===== config.mk =====
export PLATFORM = sky130hd
export DESIGN_NAME = t16pwm_top
export DESIGN_NICKNAME = d
export VERILOG_FILES = /design/src/logic/t16pwm_pkg.sv /design/src/logic/t16pwm_top.sv
export SDC_FILE = /design/constraint.sdc
export NUM_CORES = 1
export LEC_CHECK = 0
export BUFFER_PORTS_ARGS = -buffer_cell sky130_fd_sc_hd__buf_4
export CORE_ASPECT_RATIO = 0.5
export CORE_MARGIN = 4
export CORE_UTILIZATION = 55
export CTS_CLUSTER_DIAMETER = 50
export DETAILED_ROUTE_END_ITERATION = 6
export GPL_ROUTABILITY_DRIVEN = 0
export PLACE_DENSITY_LB_ADDON = 0.08
export SKIP_LAST_GASP = 1
export SYNTH_ARGS = -nofsm -noshare
export SYNTH_HDL_FRONTEND = slang
export SYNTH_SLANG_ARGS = --single-unit

===== constraint.sdc =====
create_clock -name aclk -period 4.3 [get_ports aclk]
set_input_delay 0 -clock aclk [delete_from_list [all_inputs] [get_ports aclk]]
set_output_delay 0 -clock aclk [all_outputs]
set_load 0.005 [all_outputs]

===== src/logic/t16pwm_pkg.sv =====
`default_nettype none
package t16pwm_pkg;
  // ==========================================================
  // Register byte offsets
  localparam logic [4:0]  ADDR_CTRL   = 5'h00;  // Mode, outputs, clock
  localparam logic [4:0]  ADDR_COUNT  = 5'h04;  // counter_value
  localparam logic [4:0]  ADDR_CMPA   = 5'h08;  // compare_value_a buffer
  localparam logic [4:0]  ADDR_CMPB   = 5'h0c;  // compare_value_b buffer
  localparam logic [4:0]  ADDR_CAPTOP = 5'h10;  // capture_top_register
  localparam logic [4:0]  ADDR_FLAGS  = 5'h14;  // Flags, write one to clear
  // ==========================================================
  // Control word layout
  typedef struct packed {
    logic [2:0] rsv;   // Reads as zero
    logic       dirb;  // output_pin_direction_bit, channel B
    logic       dira;  // output_pin_direction_bit, channel A
    logic [2:0] cs;    // Prescaler select
    logic [1:0] comb;  // compare_output_mode, channel B
    logic [1:0] coma;  // output_a_mode
    logic [3:0] mode;  // waveform_mode_select
  } t16pwm_ctrl_s;
  // Flag bit positions
  localparam int FLG_OVF  = 0;  // overflow_flag
  localparam int FLG_CMPA = 1;  // Compare flag A
  localparam int FLG_CMPB = 2;  // Compare flag B
  localparam int FLG_CAP  = 3;  // capture_flag
  // ==========================================================
  // Waveform modes
  localparam logic [3:0] WGM_PC8   = 4'h1;
  localparam logic [3:0] WGM_PC9   = 4'h2;
  localparam logic [3:0] WGM_PC10  = 4'h3;
  localparam logic [3:0] WGM_FP8   = 4'h5;
  localparam logic [3:0] WGM_FP9   = 4'h6;
  localparam logic [3:0] WGM_FP10  = 4'h7;
  localparam logic [3:0] WGM_PCCAP = 4'ha;
  localparam logic [3:0] WGM_PCOCA = 4'hb;
  localparam logic [3:0] WGM_FPCAP = 4'he;
  localparam logic [3:0] WGM_FPOCA = 4'hf;
  // Output modes
  localparam logic [1:0] COM_OFF  = 2'h0;
  localparam logic [1:0] COM_TGL  = 2'h1;
  localparam logic [1:0] COM_NINV = 2'h2;
  localparam logic [1:0] COM_INV  = 2'h3;
  // Counter values
  localparam logic [15:0] TOP8   = 16'h00ff;
  localparam logic [15:0] TOP9   = 16'h01ff;
  localparam logic [15:0] TOP10  = 16'h03ff;
  localparam logic [15:0] MAXV   = 16'hffff;
  localparam logic [15:0] ZERO16 = 16'h0000;
  localparam logic [15:0] ONE16  = 16'h0001;
  // ==========================================================
  // Prescaler selects and divider masks
  localparam logic [2:0] CS_1    = 3'h1;
  localparam logic [2:0] CS_8    = 3'h2;
  localparam logic [2:0] CS_64   = 3'h3;
  localparam logic [2:0] CS_256  = 3'h4;
  localparam logic [2:0] CS_1024 = 3'h5;
  localparam logic [9:0] PS_M8    = 10'h007;
  localparam logic [9:0] PS_M64   = 10'h03f;
  localparam logic [9:0] PS_M256  = 10'h0ff;
  localparam logic [9:0] PS_M1024 = 10'h3ff;
  // Bus responses
  localparam logic [1:0] RESP_OKAY   = 2'h0;
  localparam logic [1:0] RESP_SLVERR = 2'h2;
endpackage
`default_nettype wire


===== src/logic/t16pwm_top.sv =====
// Summary of operation
// - Fast modes count up, restart at zero
// - Fast TOP: fixed, capture or compare A
// - Fast: clear on match, set at zero
// - Fast: overflow and TOP flag at TOP
// - Fast: compare A loads from buffer at TOP
// - Capture TOP unbuffered; low write wraps counter
// - Fixed TOP masks compare writes to resolution
// - Zero gives spike, TOP gives constant level
// - Output A mode 1 toggles on match
// - Every match sets that channel's flag
// - Dual slope: up, one TOP cycle, down
// - Dual slope TOP: fixed, capture or A
// - Dual slope: clear rising, set falling
// - Dual slope: overflow at zero, TOP flag
// - Dual slope loads compare only at TOP
// - Dual slope extremes give constant levels
// - Modes 2/3 pick polarity; direction gates pin
// - Variable TOP from 0x0003 to 16 bits
// - Output mode zero leaves output untouched
//
// Register access over AXI4-Lite and the placing of the registers were decided locally.
`timescale 1ns/1ps
`default_nettype none
module t16pwm_top (
  input  wire logic        aclk,
  input  wire logic        aresetn,
  input  wire logic [4:0]  s_axi_awaddr,
  input  wire logic        s_axi_awvalid,
  output logic             s_axi_awready,
  input  wire logic [31:0] s_axi_wdata,
  input  wire logic [3:0]  s_axi_wstrb,
  input  wire logic        s_axi_wvalid,
  output logic             s_axi_wready,
  output logic [1:0]       s_axi_bresp,
  output logic             s_axi_bvalid,
  input  wire logic        s_axi_bready,
  input  wire logic [4:0]  s_axi_araddr,
  input  wire logic        s_axi_arvalid,
  output logic             s_axi_arready,
  output logic [31:0]      s_axi_rdata,
  output logic [1:0]       s_axi_rresp,
  output logic             s_axi_rvalid,
  input  wire logic        s_axi_rready,
  output logic             pin_a_out,
  output logic             pin_a_oe_n,
  output logic             pin_b_out,
  output logic             pin_b_oe_n
);
  // ==========================================================
  // State
  typedef struct packed {
    logic [9:0]              presc;    // Prescaler count
    logic [15:0]             cnt;      // counter_value
    logic                    up;       // Dual slope direction
    t16pwm_pkg::t16pwm_ctrl_s ctrl;    // Control word
    logic [15:0]             ocra_buf; // Written compare A
    logic [15:0]             ocrb_buf; // Written compare B
    logic [15:0]             ocra;     // Active compare A
    logic [15:0]             ocrb;     // Active compare B
    logic [15:0]             cap;      // capture_top_register
    logic [3:0]              flags;    // Sticky flags
    logic                    oca;      // compare_output_a
    logic                    ocb;      // compare_output_b
    logic                    pa;       // Pin A level
    logic                    pa_oe_n;  // Pin A enable, low drives
    logic                    pb;       // Pin B level
    logic                    pb_oe_n;  // Pin B enable, low drives
    logic                    aw_have;  // Address held
    logic [4:0]              awaddr;
    logic                    w_have;   // Data held
    logic [31:0]             wdata;
    logic [3:0]              wstrb;
    logic                    awready;
    logic                    wready;
    logic                    bvalid;
    logic [1:0]              bresp;
    logic                    arready;
    logic                    rvalid;
    logic [31:0]             rdata;
    logic [1:0]              rresp;
  } t16pwm_state_s;

  // Pins stay released while reset holds
  localparam t16pwm_state_s S_RST = '{pa_oe_n: 1'b1, pb_oe_n: 1'b1, default: '0};

  t16pwm_state_s s_q;
  t16pwm_state_s s_d;

  // ==========================================================
  // Helpers
  function automatic logic is_fast(input logic [3:0] m);
    return m inside {t16pwm_pkg::WGM_FP8, t16pwm_pkg::WGM_FP9, t16pwm_pkg::WGM_FP10,
                     t16pwm_pkg::WGM_FPCAP, t16pwm_pkg::WGM_FPOCA};
  endfunction

  function automatic logic is_pc(input logic [3:0] m);
    return m inside {t16pwm_pkg::WGM_PC8, t16pwm_pkg::WGM_PC9, t16pwm_pkg::WGM_PC10,
                     t16pwm_pkg::WGM_PCCAP, t16pwm_pkg::WGM_PCOCA};
  endfunction

  // Resolution mask; all ones outside fixed modes
  function automatic logic [15:0] fixed_mask(input logic [3:0] m);
    case (m)
      t16pwm_pkg::WGM_FP8, t16pwm_pkg::WGM_PC8:   return t16pwm_pkg::TOP8;
      t16pwm_pkg::WGM_FP9, t16pwm_pkg::WGM_PC9:   return t16pwm_pkg::TOP9;
      t16pwm_pkg::WGM_FP10, t16pwm_pkg::WGM_PC10: return t16pwm_pkg::TOP10;
      default:                                    return t16pwm_pkg::MAXV;
    endcase
  endfunction

  function automatic logic [15:0] top_of(input logic [3:0] m, input logic [15:0] c,
                                         input logic [15:0] a);
    case (m)
      t16pwm_pkg::WGM_FPCAP, t16pwm_pkg::WGM_PCCAP: return c;
      t16pwm_pkg::WGM_FPOCA, t16pwm_pkg::WGM_PCOCA: return a;
      default:                                      return fixed_mask(m);
    endcase
  endfunction

  // Timer clock enable from the free running prescaler
  function automatic logic presc_tick(input logic [2:0] cs, input logic [9:0] p);
    case (cs)
      t16pwm_pkg::CS_1:    return 1'b1;
      t16pwm_pkg::CS_8:    return (p & t16pwm_pkg::PS_M8) == t16pwm_pkg::PS_M8;
      t16pwm_pkg::CS_64:   return (p & t16pwm_pkg::PS_M64) == t16pwm_pkg::PS_M64;
      t16pwm_pkg::CS_256:  return (p & t16pwm_pkg::PS_M256) == t16pwm_pkg::PS_M256;
      t16pwm_pkg::CS_1024: return p == t16pwm_pkg::PS_M1024;
      default:             return 1'b0;
    endcase
  endfunction

  // Byte lane merge of the low half word
  function automatic logic [15:0] merge16(input logic [15:0] o, input logic [31:0] d,
                                          input logic [3:0] st);
    logic [15:0] r;
    r = o;
    if (st[0]) begin
      r[7:0] = d[7:0];
    end
    if (st[1]) begin
      r[15:8] = d[15:8];
    end
    return r;
  endfunction

  // Next compare output level for one channel
  function automatic logic oc_next(input logic [1:0] com, input logic oc, input logic tgl_ok,
                                   input logic fast, input logic pc, input logic match,
                                   input logic at_top, input logic rising);
    logic lvl;
    lvl = (com == t16pwm_pkg::COM_INV);
    if (com == t16pwm_pkg::COM_OFF) begin
      return oc;
    end else if (com == t16pwm_pkg::COM_TGL) begin
      return (tgl_ok && match) ? ~oc : oc;
    end else if (fast) begin
      // Zero-side action wins at TOP, so compare equal to TOP stays constant
      if (at_top) begin
        return ~lvl;
      end
      return match ? lvl : oc;
    end else if (pc) begin
      if (match) begin
        return rising ? lvl : ~lvl;
      end
      return oc;
    end
    return oc;
  endfunction

  // ==========================================================
  // Combinational view
  logic        tick;     // Timer clock enable
  logic        fast_m;   // Single slope mode
  logic        pc_m;     // Dual slope mode
  logic [15:0] top;      // Current TOP
  logic        at_top;   // Counter equals TOP
  logic        rising;   // Effective dual slope direction
  logic        match_a;
  logic        match_b;
  logic        do_wr;    // Write performed this cycle
  logic        wr_cnt;
  logic        wr_cap;
  logic        wr_cmpa;
  logic [15:0] wr_val;   // Merged write value
  logic [15:0] fmask;
  logic [3:0]  fset;
  logic [3:0]  fclr;

  always_comb begin
    tick    = presc_tick(s_q.ctrl.cs, s_q.presc);
    fast_m  = is_fast(s_q.ctrl.mode);
    pc_m    = is_pc(s_q.ctrl.mode);
    top     = top_of(s_q.ctrl.mode, s_q.cap, s_q.ocra);
    at_top  = s_q.cnt == top;
    // Counter at zero counts as rising, at TOP as falling
    rising  = (s_q.cnt == t16pwm_pkg::ZERO16) || (s_q.up && !at_top);
    match_a = s_q.cnt == s_q.ocra;
    match_b = s_q.cnt == s_q.ocrb;
    fmask   = fixed_mask(s_q.ctrl.mode);
    do_wr   = s_q.aw_have && s_q.w_have && !s_q.bvalid;
    wr_cnt  = do_wr && (s_q.awaddr == t16pwm_pkg::ADDR_COUNT);
    wr_cap  = do_wr && (s_q.awaddr == t16pwm_pkg::ADDR_CAPTOP);
    wr_cmpa = do_wr && (s_q.awaddr == t16pwm_pkg::ADDR_CMPA);
    wr_val  = t16pwm_pkg::ZERO16;
    fset    = '0;
    fclr    = '0;
    s_d     = s_q;
    s_d.presc = s_q.presc + 10'h001;

    // ========================================================
    // Counter, buffers and flags
    if (tick) begin
      if (fast_m) begin
        if (at_top) begin
          s_d.cnt  = t16pwm_pkg::ZERO16;
          s_d.ocra = s_q.ocra_buf;
          s_d.ocrb = s_q.ocrb_buf;
          fset[t16pwm_pkg::FLG_OVF] = 1'b1;
        end else begin
          // Capture TOP below count runs on through 0xffff
          s_d.cnt = s_q.cnt + t16pwm_pkg::ONE16;
        end
      end else if (pc_m) begin
        if (s_q.up) begin
          if (at_top) begin
            s_d.up   = 1'b0;
            s_d.cnt  = s_q.cnt - t16pwm_pkg::ONE16;
            s_d.ocra = s_q.ocra_buf;
            s_d.ocrb = s_q.ocrb_buf;
          end else begin
            s_d.cnt = s_q.cnt + t16pwm_pkg::ONE16;
          end
        end else if (s_q.cnt == t16pwm_pkg::ZERO16) begin
          s_d.up  = 1'b1;
          s_d.cnt = t16pwm_pkg::ONE16;
          fset[t16pwm_pkg::FLG_OVF] = 1'b1;
        end else begin
          s_d.cnt = s_q.cnt - t16pwm_pkg::ONE16;
        end
      end else begin
        // Other modes: plain wrapping count
        s_d.cnt = s_q.cnt + t16pwm_pkg::ONE16;
        fset[t16pwm_pkg::FLG_OVF] = s_q.cnt == t16pwm_pkg::MAXV;
      end
      // Flag of the register that defines TOP
      if (at_top && (fast_m || pc_m)) begin
        if (top_of(s_q.ctrl.mode, t16pwm_pkg::ZERO16, t16pwm_pkg::MAXV) == t16pwm_pkg::ZERO16) begin
          fset[t16pwm_pkg::FLG_CAP] = 1'b1;
        end
      end
      fset[t16pwm_pkg::FLG_CMPA] = match_a;
      fset[t16pwm_pkg::FLG_CMPB] = match_b;
      s_d.oca = oc_next(s_q.ctrl.coma, s_q.oca, 1'b1, fast_m, pc_m, match_a, at_top, rising);
      s_d.ocb = oc_next(s_q.ctrl.comb, s_q.ocb, 1'b0, fast_m, pc_m, match_b, at_top, rising);
    end
    // Without double buffering the written value is active at once
    if (!fast_m && !pc_m) begin
      s_d.ocra = s_q.ocra_buf;
      s_d.ocrb = s_q.ocrb_buf;
    end

    // ========================================================
    // Write channel: address and data taken in either order
    if (s_axi_awvalid && s_q.awready) begin
      s_d.aw_have = 1'b1;
      s_d.awaddr  = s_axi_awaddr;
    end
    if (s_axi_wvalid && s_q.wready) begin
      s_d.w_have = 1'b1;
      s_d.wdata  = s_axi_wdata;
      s_d.wstrb  = s_axi_wstrb;
    end
    if (s_q.bvalid && s_axi_bready) begin
      s_d.bvalid = 1'b0;
    end
    if (do_wr) begin
      s_d.aw_have = 1'b0;
      s_d.w_have  = 1'b0;
      s_d.bvalid  = 1'b1;
      s_d.bresp   = t16pwm_pkg::RESP_OKAY;
      case (s_q.awaddr)
        t16pwm_pkg::ADDR_CTRL: begin
          wr_val = merge16(s_q.ctrl, s_q.wdata, s_q.wstrb);
          s_d.ctrl = t16pwm_pkg::t16pwm_ctrl_s'(wr_val);
          s_d.ctrl.rsv = '0;
        end
        t16pwm_pkg::ADDR_COUNT: begin
          wr_val = merge16(s_q.cnt, s_q.wdata, s_q.wstrb);
          s_d.cnt = wr_val;                        // Software write beats counting
        end
        t16pwm_pkg::ADDR_CMPA: begin
          wr_val = merge16(s_q.ocra_buf, s_q.wdata, s_q.wstrb);
          s_d.ocra_buf = wr_val & fmask;
        end
        t16pwm_pkg::ADDR_CMPB: begin
          wr_val = merge16(s_q.ocrb_buf, s_q.wdata, s_q.wstrb);
          s_d.ocrb_buf = wr_val & fmask;
        end
        t16pwm_pkg::ADDR_CAPTOP: begin
          wr_val = merge16(s_q.cap, s_q.wdata, s_q.wstrb);
          s_d.cap = wr_val;
        end
        t16pwm_pkg::ADDR_FLAGS: begin
          fclr = s_q.wstrb[0] ? s_q.wdata[3:0] : 4'h0;
        end
        default: begin
          s_d.bresp = t16pwm_pkg::RESP_SLVERR;
        end
      endcase
    end
    // A flag set in the clearing cycle survives
    s_d.flags = (s_q.flags & ~fclr) | fset;
    s_d.awready = !s_d.aw_have && !s_d.bvalid;
    s_d.wready  = !s_d.w_have && !s_d.bvalid;

    // ========================================================
    // Read channel, one outstanding read
    if (s_axi_arvalid && s_q.arready) begin
      s_d.arready = 1'b0;
      s_d.rvalid  = 1'b1;
      s_d.rresp   = t16pwm_pkg::RESP_OKAY;
      s_d.rdata   = '0;
      case (s_axi_araddr)
        t16pwm_pkg::ADDR_CTRL:   s_d.rdata[15:0] = s_q.ctrl;
        t16pwm_pkg::ADDR_COUNT:  s_d.rdata[15:0] = s_q.cnt;
        t16pwm_pkg::ADDR_CMPA:   s_d.rdata[15:0] = s_q.ocra_buf;
        t16pwm_pkg::ADDR_CMPB:   s_d.rdata[15:0] = s_q.ocrb_buf;
        t16pwm_pkg::ADDR_CAPTOP: s_d.rdata[15:0] = s_q.cap;
        t16pwm_pkg::ADDR_FLAGS:  s_d.rdata[3:0]  = s_q.flags;
        default:                 s_d.rresp       = t16pwm_pkg::RESP_SLVERR;
      endcase
    end else if (s_q.rvalid && s_axi_rready) begin
      s_d.rvalid  = 1'b0;
      s_d.arready = 1'b1;
    end else if (!s_q.rvalid) begin
      s_d.arready = 1'b1;
    end

    // ========================================================
    // Pins follow the output registers when enabled
    s_d.pa      = s_d.oca;
    s_d.pb      = s_d.ocb;
    s_d.pa_oe_n = !(s_d.ctrl.dira && (s_d.ctrl.coma != t16pwm_pkg::COM_OFF));
    s_d.pb_oe_n = !(s_d.ctrl.dirb && (s_d.ctrl.comb != t16pwm_pkg::COM_OFF));
  end

  // ==========================================================
  // State register
  always_ff @(posedge aclk) begin
    if (!aresetn) begin
      s_q <= S_RST;
    end else begin
      s_q <= s_d;
    end
  end

  assign s_axi_awready = s_q.awready;
  assign s_axi_wready  = s_q.wready;
  assign s_axi_bvalid  = s_q.bvalid;
  assign s_axi_bresp   = s_q.bresp;
  assign s_axi_arready = s_q.arready;
  assign s_axi_rvalid  = s_q.rvalid;
  assign s_axi_rdata   = s_q.rdata;
  assign s_axi_rresp   = s_q.rresp;
  assign pin_a_out     = s_q.pa;
  assign pin_a_oe_n    = s_q.pa_oe_n;
  assign pin_b_out     = s_q.pb;
  assign pin_b_oe_n    = s_q.pb_oe_n;
endmodule
`default_nettype wire


==> run summary <==
The flow ran to the end, but the final reports show violations. The checks that failed: DRC. The number of antenna diodes in the final layout is 0. Library cell with the highest instance count after synthesis: sky130_fd_sc_hd__dfxtp_1. The largest driver fanout on the critical path was 32. The hold-critical path endpoint was s_axi_rdata[0]. The signal on the critical path passes through buf_4 -> mux2_2 -> or3_1 -> a221oi_2 -> nand4_4 -> nand4bb_1 -> buf_4 -> o31ai_4 -> buf_12 -> mux2i_1 -> nor2_1. The number of cells traversed by the worst register-to-register path was 11.

The number of setup buffers added after CTS is 0. The chip height was 102 um. TritonCTS built the clock tree. Kind of cell with the highest combined delay on the critical path: simple AND/OR/NAND/NOR gates. The run gives 176 as the TritonCTS sink count. Across the routed clock network, the largest skew measured is 0.0121 ns.

The tools report the final number of hold-violating endpoints as 0. Counting instances, the worst hold path has a depth of 4. After synthesis, the largest family of logic cells by area is compound AO/OA/AOI/OAI gates. On the critical path, the stage with the largest delay is an instance of sky130_fd_sc_hd__dfxtp_1. The run gives 0.314 as the combined global-route utilization of all metal layers.

The tools report the critical path startpoint category as a register. The cell area that synthesis handed to floorplanning was 0.00967 mm2. The cell count after synthesis was 1,201. The count of yosys warnings during synthesis was 0. The layout net count was 1,295; the final number of setup-violating endpoints was 0.

Reg-to-reg setup timing slack: 0.65 ns. STA classifies the critical path endpoint as a register. The maximum number of pins on one net before global-route repair was 63. For the pin with the worst max-slew slack, the measured transition is 1.23 ns. The worst register-to-register path begins at s_q[174].

The starting utilization of the core area is 0.575, and the count of max-cap constraint violations is 0. Worst min-delay path category: primary input to register. The synthesized design contains 176 register bits. Post-synthesis share of cell area spent on and, or, nand and nor gates: 0.205.

Detailed placement ended at an HPWL of 22,000 um. The floorplan has 33 rows. In the routed design, unresolved DRC markers number 2.

The buffer and inverter count on the worst path works out to 3. The detail route stage leaves a number of antenna-violating nets equal to 0. In this design, the stage delay of the slowest critical-path cell is 0.68 ns.

The tools report the number of antenna violations at the first check in global routing as 0. The total global routing overflow was 0. The proportion of register bits with asynchronous set or reset after synthesis is 0, and the number of global-route vias before repair is 8,399. Setup repair after global routing left no endpoint under its margin. The detail-routed via count per cell works out to 6.36. The fraction of layout cells with a size suffix above 1 works out to 0.122. The xor and xnor area share after synthesis came out at 0.0489. The clock period could shrink to 3.65 ns. The tools report the final total negative setup slack as 0 ns.

Startpoint of the most critical hold path: s_axi_araddr[2]. The first routing iteration left 1,326 violations. The number of gates resized after CTS was 0. The number of search-and-repair iterations in the first detailed-routing pass is 7.

Category of the most critical setup path: register to register. After routing the design area is 0.0110 mm2. For this block, the routed nets add up to 31,600 um of wire. Ranked by instance count, the synthesized netlist is headed by sky130_fd_sc_hd__dfxtp_1 (176), sky130_fd_sc_hd__nand2_1 (156), sky130_fd_sc_hd__nor2_1 (110).

The most numerous cell on the critical path is sky130_fd_sc_hd__buf_4. The tools report the largest buffer count on any clock path as 2. Summed over all instances, the cell type with the most area after synthesis is sky130_fd_sc_hd__dfxtp_1.

The first global-routing pass estimated 48,300 um of wire. The total core area is 0.0168 mm2. Among all flip-flop cells after synthesis, the most frequent one is sky130_fd_sc_hd__dfxtp_1. The endpoint identified for the worst register-to-register timing path is s_q[133]. The placed instances occupy a cell area of 0.0100 mm2. The die covers 0.0199 mm2.

The run gives 4.43 nW as the leakage power. Mux cell area share after synthesis: 0.0929. The number of enable-type register cells in the synthesized netlist is 0.

In the final routed layout, each cell accounts on average for 21.4 um. The post-synthesis area per instance was 8.05 um2. The worst endpoint data arrival time came out at 3.94 ns.

Clock tree synthesis inserted a total of 17 buffers. Relative to the synthesized area, the layout overhead comes to 14.2%. The count of vias placed by the detailed router is 9,404.

Port buffering added 61 buffers. After clock tree synthesis, the clock-pin slew on the worst setup and hold paths is 0.07 ns. Clock tree root driver cell: sky130_fd_sc_hd__clkbuf_16. Based on the critical path, the design can be clocked at up to 274 MHz. The final-report max-slew violation count was 0; the worst slew margin relative to its limit was 0.174. In this run the number of H-tree levels came out at 4.

By area the synthesized netlist is led by sky130_fd_sc_hd__dfxtp_1 (36%), sky130_fd_sc_hd__mux2i_1 (7.7%), sky130_fd_sc_hd__nand2_1 (6.1%), sky130_fd_sc_hd__a21oi_1 (4.6%), sky130_fd_sc_hd__nor2_1 (4.3%). The post-route fraction of the period consumed by the critical path was 0.849. At the worst endpoint, the required time is 4.59 ns.

The share of the yosys chip area belonging to registers was 0.364; the adder-cell area share of the yosys netlist was 0.00518. The complex-gate fraction of the synthesized area is 0.209, and the boundary pin count is 98. From left edge to right edge, the die measures 196 um. The netlist uses 74 different library cells. Proportion of netlist area held by the largest area contributor: 0.364. The peak supply drop was 0.298 mV; the total power divided by cell area was 327 mW/mm2.

The clock reaches the later pin of the worst-skew pair after 0.43 ns.
[flip-flops by register name (all words and copies together), names as in the netlist, named ones only]
register and cells:
s_q 133, s_axi_bvalid 1, s_axi_rvalid 1, s_axi_wready 1, s_axi_rdata 16, s_axi_rresp 1, s_axi_arready 1, pin_a_oe_n 1
pin_b_oe_n 1, s_axi_bresp 1, pin_b_out 1, pin_a_out 1, s_axi_awready 1
[how the worst max path moves through the flow]
| stage | from | endpoint | slack, ns | cells after the start |
|---|---|---|---|---|
| 2_1_floorplan | s_q[174] | s_q[126] | 1.33 | 11 |
| 3_3_place_gp | s_q[174] | s_q[118] | 0.77 | 11 |
| 3_5_place_dp | s_q[174] | s_q[133] | 0.68 | 11 |
| 4_1_cts | s_q[174] | s_q[133] | 0.69 | 11 |
| 5_1_grt | s_q[174] | s_q[133] | 0.43 | 11 |
| 6_report | s_q[174] | s_q[133] | 0.65 | 11 |
[cell type report]
cell class	instances	area (um2)
Fill cell	1417	5760
Multi-Input combinational cell	900	5500
Sequential cell	176	3520
Timing Repair Buffer	130	1090
Clock buffer	21	470
Tap cell	227	284
Clock inverter	11	119
Inverter	13	51.3
[cells in the final DEF, fill, tap and decap left out, types with 20 or more instances in the layout]
| master | n |
|---|---|
| sky130_fd_sc_hd__nor2_1 | 110 |
| sky130_fd_sc_hd__mux2i_1 | 74 |
| sky130_fd_sc_hd__a221oi_1 | 24 |
| sky130_fd_sc_hd__nand3_1 | 60 |
| sky130_fd_sc_hd__xor2_1 | 43 |
| sky130_fd_sc_hd__dfxtp_1 | 176 |
| sky130_fd_sc_hd__nand2_1 | 156 |
| sky130_fd_sc_hd__nor3_1 | 20 |
| sky130_fd_sc_hd__buf_4 | 88 |
| sky130_fd_sc_hd__dlygate4sd3_1 | 41 |
| sky130_fd_sc_hd__a21oi_1 | 88 |
| sky130_fd_sc_hd__o21ai_0 | 71 |
| sky130_fd_sc_hd__a31oi_1 | 21 |
[worst min-delay path: stages]
cell	delay (ns)
sky130_fd_sc_hd__buf_4	0.11
sky130_fd_sc_hd__and4b_1	0.29
sky130_fd_sc_hd__a221oi_1	0.11
sky130_fd_sc_hd__a21oi_1	0.11
[stage by stage]
step	hold WS (ns)	worst slack, ns	total power [mW]	util	instances
final	0.221	0.647	3.61	0.657	1478
after global routing	0.268	0.435	3.71	0.657	1478
after detailed placement	0.257	0.679	2.01	0.598	1405
after floorplan	0.136	1.33	1.92	-	1218
after CTS	0.192	0.689	3.60	0.657	1478
after global placement	0.248	0.768	2.01	0.598	1405
[per-layer routing]
metal | vias to the layer above | wire length (um) | global-route usage
li1 | 4332 | - | -
met1 | 4431 | 14100 | 0.470
met2 | 572 | 12600 | 0.438
met3 | 67 | 4140 | 0.0847
met4 | 2 | 747 | 0.0858
met5 | - | 69 | 0.0255
[logic make-up after synthesis]
logic type / after synthesis
simple gates: 429
other cells: 1
compound gates: 308
buf+inv: 142
mux: 87
flops: 176
xor+xnor: 54
fa+ha+maj: 4
[report_power, final]
group	switching [mW]	internal [mW]	total [mW]
combinational	0.189	0.127	0.316
clock	0.722	0.863	1.59
sequential	0.0508	1.65	1.70
[repair_timing]
| item | 4_1_cts | 5_1_grt |
|---|---|---|
| hold buffers | 41 | 0 |
| hold endpoints to repair | 44 | 0 |
| setup endpoints to repair | 0 | 0 |
Note: power is estimated with default switching activity, not from simulation.
